## src/design/xadl_pkg.sv

```systemverilog
// Overview of operation
// - Word 00 0000 0110 0fff copies the accumulator into the port direction register picked by fff, 5 to 7 only, with no flag change.
// - Port direction registers also stay readable and writable as ordinary data-memory locations.
// - Word 11 1010 kkkk kkkk XORs the accumulator with the literal in the low byte.
// - The literal XOR writes the accumulator and changes only the zero flag.
// - Word 00 0110 dfff ffff XORs the accumulator with the file register at the 7-bit address, changing only zero.
// - With the destination bit at 0 the file XOR result goes to the accumulator and the file stays unchanged.
// - With the destination bit at 1 the file XOR result goes to the file register and the accumulator stays unchanged.
package xadl_pkg;
    localparam int DATA_W = 8;
    localparam int INSN_W = 14;
    localparam int ADDR_W = 7;
    localparam logic [INSN_W-1:0] LPD_MASK = 14'h3FF8;
    localparam logic [INSN_W-1:0] LPD_CODE = 14'h0060;
    localparam logic [INSN_W-1:0] XLA_MASK = 14'h3F00;
    localparam logic [INSN_W-1:0] XLA_CODE = 14'h3A00;
    localparam logic [INSN_W-1:0] XAF_MASK = 14'h3F00;
    localparam logic [INSN_W-1:0] XAF_CODE = 14'h0600;
    localparam int DEST_BIT = 7;
    localparam logic [2:0] DIR_SEL_MIN = 3'h5;
    localparam logic [2:0] DIR_SEL_MAX = 3'h7;
    // Data-memory addresses at which the three direction registers are mapped.
    localparam logic [ADDR_W-1:0] DIR_ADDR_5 = 7'h05;
    localparam logic [ADDR_W-1:0] DIR_ADDR_6 = 7'h06;
    localparam logic [ADDR_W-1:0] DIR_ADDR_7 = 7'h07;
    localparam logic [DATA_W-1:0] ACC_RST = 8'h00;
    localparam logic [DATA_W-1:0] DIR_RST = 8'hFF;
    localparam logic ZERO_RST = 1'b0;
    typedef enum logic [1:0] {XADL_NONE, XADL_LPD, XADL_XLA, XADL_XAF} xadl_op_e;
endpackage

```

## src/design/xadl_core.sv

```systemverilog
`timescale 1ns/1ps
module xadl_core (
    input wire logic clk,
    input wire logic srst,
    input wire logic insn_valid,
    input wire logic [xadl_pkg::INSN_W-1:0] insn,
    input wire logic [xadl_pkg::DATA_W-1:0] file_rdata,
    input wire logic mem_we,
    input wire logic [xadl_pkg::ADDR_W-1:0] mem_addr,
    input wire logic [xadl_pkg::DATA_W-1:0] mem_wdata,
    output logic [xadl_pkg::ADDR_W-1:0] file_addr,
    output logic file_we,
    output logic [xadl_pkg::DATA_W-1:0] file_wdata,
    output logic [xadl_pkg::DATA_W-1:0] acc,
    output logic zero_flag,
    output logic [xadl_pkg::DATA_W-1:0] dir5,
    output logic [xadl_pkg::DATA_W-1:0] dir6,
    output logic [xadl_pkg::DATA_W-1:0] dir7,
    output logic dir_rd_hit,
    output logic [xadl_pkg::DATA_W-1:0] dir_rdata,
    output logic done
);
    import xadl_pkg::*;

    typedef struct packed {
        logic [DATA_W-1:0] acc;
        logic zero;
        logic [DATA_W-1:0] dir5;
        logic [DATA_W-1:0] dir6;
        logic [DATA_W-1:0] dir7;
        logic [ADDR_W-1:0] faddr;
        logic fwe;
        logic [DATA_W-1:0] fwdata;
        logic rd_hit;
        logic [DATA_W-1:0] rdata;
        logic done;
    } xadl_state_s;

    xadl_state_s st;
    xadl_state_s next_st;
    xadl_op_e op;
    logic [DATA_W-1:0] xres;
    logic [2:0] sel;

    function automatic xadl_op_e decode(input logic [INSN_W-1:0] w);
        if ((w & LPD_MASK) == LPD_CODE) begin
            return XADL_LPD;
        end else if ((w & XLA_MASK) == XLA_CODE) begin
            return XADL_XLA;
        end else if ((w & XAF_MASK) == XAF_CODE) begin
            return XADL_XAF;
        end
        return XADL_NONE;
    endfunction

    always_comb begin
        op = insn_valid ? decode(insn) : XADL_NONE;
        sel = insn[2:0];
        xres = acc;
        next_st = st;
        next_st.fwe = 1'b0;
        next_st.done = 1'b0;
        next_st.faddr = insn[ADDR_W-1:0];
        next_st.fwdata = acc ^ file_rdata;
        next_st.rd_hit = (mem_addr == DIR_ADDR_5) || (mem_addr == DIR_ADDR_6) || (mem_addr == DIR_ADDR_7);
        case (mem_addr)
            DIR_ADDR_5: next_st.rdata = st.dir5;
            DIR_ADDR_6: next_st.rdata = st.dir6;
            DIR_ADDR_7: next_st.rdata = st.dir7;
            default: next_st.rdata = 8'h00;
        endcase
        // Direct writes are applied first so that a same-cycle direction load wins.
        if (mem_we) begin
            case (mem_addr)
                DIR_ADDR_5: next_st.dir5 = mem_wdata;
                DIR_ADDR_6: next_st.dir6 = mem_wdata;
                DIR_ADDR_7: next_st.dir7 = mem_wdata;
                default: ;
            endcase
        end
        case (op)
            XADL_LPD: begin
                next_st.done = 1'b1;
                case (sel)
                    3'h5: next_st.dir5 = st.acc;
                    3'h6: next_st.dir6 = st.acc;
                    3'h7: next_st.dir7 = st.acc;
                    default: ;
                endcase
            end
            XADL_XLA: begin
                xres = st.acc ^ insn[DATA_W-1:0];
                next_st.acc = xres;
                next_st.zero = (xres == 8'h00);
                next_st.done = 1'b1;
            end
            XADL_XAF: begin
                xres = st.acc ^ file_rdata;
                next_st.zero = (xres == 8'h00);
                next_st.done = 1'b1;
                if (insn[DEST_BIT]) begin
                    next_st.fwe = 1'b1;
                end else begin
                    next_st.acc = xres;
                end
            end
            default: ;
        endcase
        // Reset overrides any instruction or direct write of the same cycle.
        if (srst) begin
            next_st = '0;
            next_st.acc = ACC_RST;
            next_st.zero = ZERO_RST;
            next_st.dir5 = DIR_RST;
            next_st.dir6 = DIR_RST;
            next_st.dir7 = DIR_RST;
        end
    end

    always_ff @(posedge clk) begin
        st <= next_st;
    end

    assign acc = st.acc;
    assign zero_flag = st.zero;
    assign dir5 = st.dir5;
    assign dir6 = st.dir6;
    assign dir7 = st.dir7;
    assign file_addr = st.faddr;
    assign file_we = st.fwe;
    assign file_wdata = st.fwdata;
    assign dir_rd_hit = st.rd_hit;
    assign dir_rdata = st.rdata;
    assign done = st.done;
endmodule

```

## config.mk

```make
export PLATFORM = sky130hd
export DESIGN_NAME = xadl_core
export DESIGN_NICKNAME = d
export VERILOG_FILES = /design/src/design/xadl_pkg.sv /design/src/design/xadl_core.sv
export SDC_FILE = /design/constraint.sdc
export NUM_CORES = 1
export LEC_CHECK = 0
export BUFFER_PORTS_ARGS = -buffer_cell sky130_fd_sc_hd__buf_2
export CAP_MARGIN = 15
export CORE_UTILIZATION = 45
export DETAILED_ROUTE_END_ITERATION = 8
export GPL_TIMING_DRIVEN = 1
export PLACE_DENSITY = 0.85
export SYNTH_ARGS = -nofsm -noshare
export SYNTH_HDL_FRONTEND = slang
export SYNTH_SLANG_ARGS = --single-unit
export TNS_END_PERCENT = 100
```

## constraint.sdc

```tcl
create_clock -name clk -period 2 [get_ports clk]
set_input_delay 0.2 -clock clk [delete_from_list [all_inputs] [get_ports clk]]
set_output_delay 0.2 -clock clk [all_outputs]
set_load 0.05 [all_outputs]
```

### After elaboration in Yosys (flattened, before gate mapping)

Index checks and enable logic that the tools add are counted.

| word-level totals | value |
|---|---|
| logic and storage cells | 56 |
| register bits after elaboration | 59 |
| input port bits | 41 |

| operators by class | value |
|---|---|
| reductions and logical operators | 8 |
| bitwise logic cells | 3 |
| equality and inequality tests | 13 |
| mux-type cells | 21 |

Operator list:

| operator | number |
|---|---|
| 8-bit 2-to-1 mux | 7 |
| 24-bit 2-to-1 mux | 2 |
| 8-bit case mux with 3 select lines | 1 |
| 7-bit by 3-bit equality test with 1-bit output, second input constant | 3 |
| 9-bit case mux with 2 select lines | 1 |
| 8-bit logical NOT | 2 |
| 8-bit XOR | 2 |
| 11-bit by 4-bit equality test with 1-bit output, second input constant | 1 |
| 2-bit 2-to-1 mux | 5 |
| 3-bit equality test, second input constant | 3 |
| 6-bit by 3-bit equality test with 1-bit output, second input constant | 1 |
| 6-bit equality test, second input constant | 1 |
| 1-bit 2-to-1 mux | 5 |
| 2-bit equality test, second input constant | 2 |
| 3-bit OR reduction | 1 |
| 2-bit by 1-bit equality test with 1-bit output, second input constant | 1 |
| 1-bit logical OR | 2 |
| 2-bit != test, second input constant | 1 |
| 2-bit AND reduction | 1 |
| 2-bit nonzero test | 1 |
| 2-bit OR reduction | 1 |
| 1-bit inverter | 1 |

### Depth between registers and ports, before layout

| depth | value |
|---|---|
| depth in word-level cells | 9 |
| mapped depth | 7 |
| gate-level depth less buffers | 5 |

### Worst setup path after synthesis

No wires, ideal clock.

| timing path | value |
|---|---|
| kind | input port to flip-flop |
| start | input mem_addr[3] in the netlist's numbering |
| end | register st, in the netlist dir5[7] |
| path buffers | 1 |
| stages | 6 |
| arrival | 1855 ps |
| path slack | 28 ps |
| library setup time | 117 ps |
| path through | or4b_4 > or4_4 > buf_6 > mux2_4 > mux2i_1 > nand2b_1 |

| on the way | value |
|---|---|
| cells in the longest elaborated chain, start to end | 5 |

RTL lines:

| item | line | text |
|---|---|---|
| start: declaration | xadl_core.sv:9 | `input wire logic [xadl_pkg::ADDR_W-1:0] mem_addr,` |
| 7-bit by 3-bit equality test with 1-bit output (*) | xadl_core.sv:74 | `case (mem_addr)` |
| 8-bit 2-to-1 mux (*) | xadl_core.sv:74 |  |
| 24-bit 2-to-1 mux (*) | xadl_core.sv:73 | `if (mem_we) begin` |
| 8-bit 2-to-1 mux | xadl_core.sv:84 | `case (sel)` |
| 24-bit 2-to-1 mux (*) | xadl_core.sv:81 | `case (op)` |
| end signal: assignment | xadl_core.sv:121 | `st <= next_st;` |
| end: declaration | xadl_core.sv:39 | `xadl_state_s st;` |

Every way passes the cells marked *; elsewhere a longest branch is shown, timed or not.
A chain may end at the register's enable or synchronous reset.

### Worst setup path after layout

| timing path | value |
|---|---|
| start | input mem_addr[3] in the netlist's numbering |
| end | register st, in the netlist dir7[5] |

Same word-level chain as after synthesis.

==> flow_summary.yaml <==
synth:
  yosysTopAreaCellShare_pct: 39.6
  synth_xor_area_share_pct: 7.06
  synthMuxAreaShare_pct: 21.8
  synth_cell_types: 39
  syn_area_per_cell_um2: 9.96
  syn_area_um2: 2980
  ys_ff_latch: 59
  synth_area_leader_cell: "dfxtp_1"
  synth_compound_area_share_pct: 5.42
  synth-simple-area-share_pct: 21.2
  syn_inst: 299
  synthTopCellsByArea: "dfxtp_1 40%, mux2i_1 11%, mux2_4 8.1%"
  yosysSeqAreaShare_pct: 39.6
  synth_top_family_by_area: "multiplexers"
  syn_nets: 340
  yosysWarningCount: 0
  synthAdderAreaFrac_pct: 0
clock_tree:
  post_cts_resized: 0
  cts_tree: "done"
  cts.htree.levels: 3
  clock_latency_ns: 0.34
  post_cts.repair.setup_buffers: 0
  cts.clk_slew.worst_paths_ns: 0.07
  cts_hold_buf: 0
  cts.path.max_buffers: 2
  clock_sinks: 59
  cts_buffers: 9
  cts-root-buf: "clkbuf_8"
critical_path:
  arrival_ns: 2.09
  path_class: "in -> reg"
  endpoint_kind: "flip-flop"
  start_kind: "input port"
  startpoint: "mem_addr[3]"
  ff2ff_path_depth: 4
  reg2reg_from: "acc[5]"
  cp.required_ns: 2.23
  path_max_fanout: 5
sta:
  grt_setup_unrepaired: "false"
  slew_violations: 0
  finalClockSkew_ns: 0.00398
  slew_headroom_pct: 71.0
  timing.final.crit_share_pct: 92.8
  setup_tns_ns: 0
  tightestPinTransition_ns: 0.436
  whs_ns: 0.118
  setup_violations: 0
  hold_viol: 0
  clock.fmax_mhz: 539
  finalCriticalPeriod_ns: 1.86
floorplan:
  start_util_pct: 46.6
  die-height_um: 83.4
  fp.dieArea_um2: 6950
  coreArea_um2: 6390
  die_w_um: 83.4
  rows: 29
  io_pins: 100
grt:
  grt_overflow: 0
  grt_pass1_wl_um: 12400
  grtUsageTotal_pct: 22.7
  grt_max_degree: 51
  grt_antenna_before_repair: 0
  grt_pass1_vias: 2444
run:
  maxCapViolations: 0
layout:
  antennaDiodeCount: 0
  layout_common_cells: "99 x buf_2, 59 x dfxtp_1, 35 x nor2_1"
  final_nets: 445
  design_area_um2: 3810
  fin_cells: 486
  nFillCells: 541
  area.growth.synth_to_final_pct: 27.9
  mostFrequentLayoutCell: "buf_2"
  drive_above_1_share_pct: 40.1
outcome:
  status: "completed"
worst_hold_path:
  hold_path_depth: 3
  hp-class: "in -> reg"
  hp-start: "insn_valid"
routing:
  postRouteAntennaNets: 0
  wl_per_cell_um: 15.8
  drtIter0Drc: 116
  drcViolationCount: 0
  drt_wl_total_um: 7690
  vias: 2615
  viasPerCell: 5.38
  drtPass1Iterations: 5
place:
  port_buffers: 99
  dpl.hpwl_um: 5480
  dp_cells: 470
  placed_area_um2: 3580
  gp_congestion: 0.881
pwr:
  p_per_area_nw_per_um2: 722
  total_power_mw: 2.75
  ir_drop_mv: 0.605
  p_leak_nw: 1.72
-- kinds of logic after synthesis --
group | count (synthesis)
buf+inv | 25
flops | 59
simple gates | 107
xor+xnor | 24
compound gates | 28
mux | 56
-- stage by stage --
stage                     worst slack (ns)  utilization [%]
after floorplan                     0.0281                -
after global placement             -0.0776             56.1
after detailed placement            -0.144             56.1
after CTS                            0.154             59.7
after global routing                0.0957             59.7
final                                0.145             59.7
-- where the power goes --
part	internal (mW)	switching, mW
clock network	0.762	0.474
logic	0.108	0.196
registers	1.20	0.0127
total	2.07	0.683
-- metal layers --
metal  track usage, %  vias to the layer above  wire [um]
li1                 -                     1245          -
met1             29.0                     1240       3230
met2             36.3                      114       3780
met3             4.47                       16        485
met4             11.8                        0        191
met5                0                        -          0
-- final timing paths --
kind	endpoint	slack (ns)
setup / recovery	dir7[5]	0.14
setup reg to reg	zero_flag	0.67
hold reg to reg	dir_rdata[4]	0.54
hold / removal	done	0.12
-- state kept, by name, indices dropped and copies added, names as in the netlist --
name and count:
acc 8, dir5 8, dir6 8, dir7 8
dir_rd_hit 1, dir_rdata 8, done 1, file_addr 7
file_wdata 8, file_we 1, zero_flag 1
-- cells in the mapped netlist, drive strengths merged --
| library cell | n |
|---|---|
| nand4 | 3 |
| clkbuf | 9 |
| and4b | 1 |
| or3 | 1 |
| nand3b | 1 |
| nor4b | 2 |
| nor2 | 35 |
| nand2 | 5 |
| nor3b | 1 |
| buf | 13 |
| inv | 2 |
| clkinv | 1 |
| xor2 | 7 |
| nand2b | 26 |
| mux2i | 32 |
| nand3 | 9 |
| or4b | 2 |
| xnor2 | 17 |
| mux2 | 24 |
| a211oi | 1 |
| nor4bb | 1 |
| o21ai | 8 |
| nor2b | 8 |
| dfxtp | 59 |
| or4 | 3 |
| nor4 | 5 |
| a21oi | 11 |
| a22oi | 7 |
| and3b | 1 |
| nor3 | 3 |
| a31oi | 1 |
-- critical path, stage by stage --
cell and delay (ns):
buf_2 0.10, or4b_4 0.54, buf_4 0.16, nor4_4 0.25
buf_4 0.21, mux2_2 0.36, mux2i_1 0.19, nand2b_1 0.08
-- layout make-up --
class	count	area, um2	area share [%]
clock inverter	5	75.1	1.97
tap	77	96.3	2.53
sequential	59	1180	31.0
inverter	3	11.3	0.295
timing repair buffer	116	636	16.7
clock buffer	11	151	3.97
multi-input combinational	215	1660	43.6
Note: power is estimated with default switching activity, not from simulation.
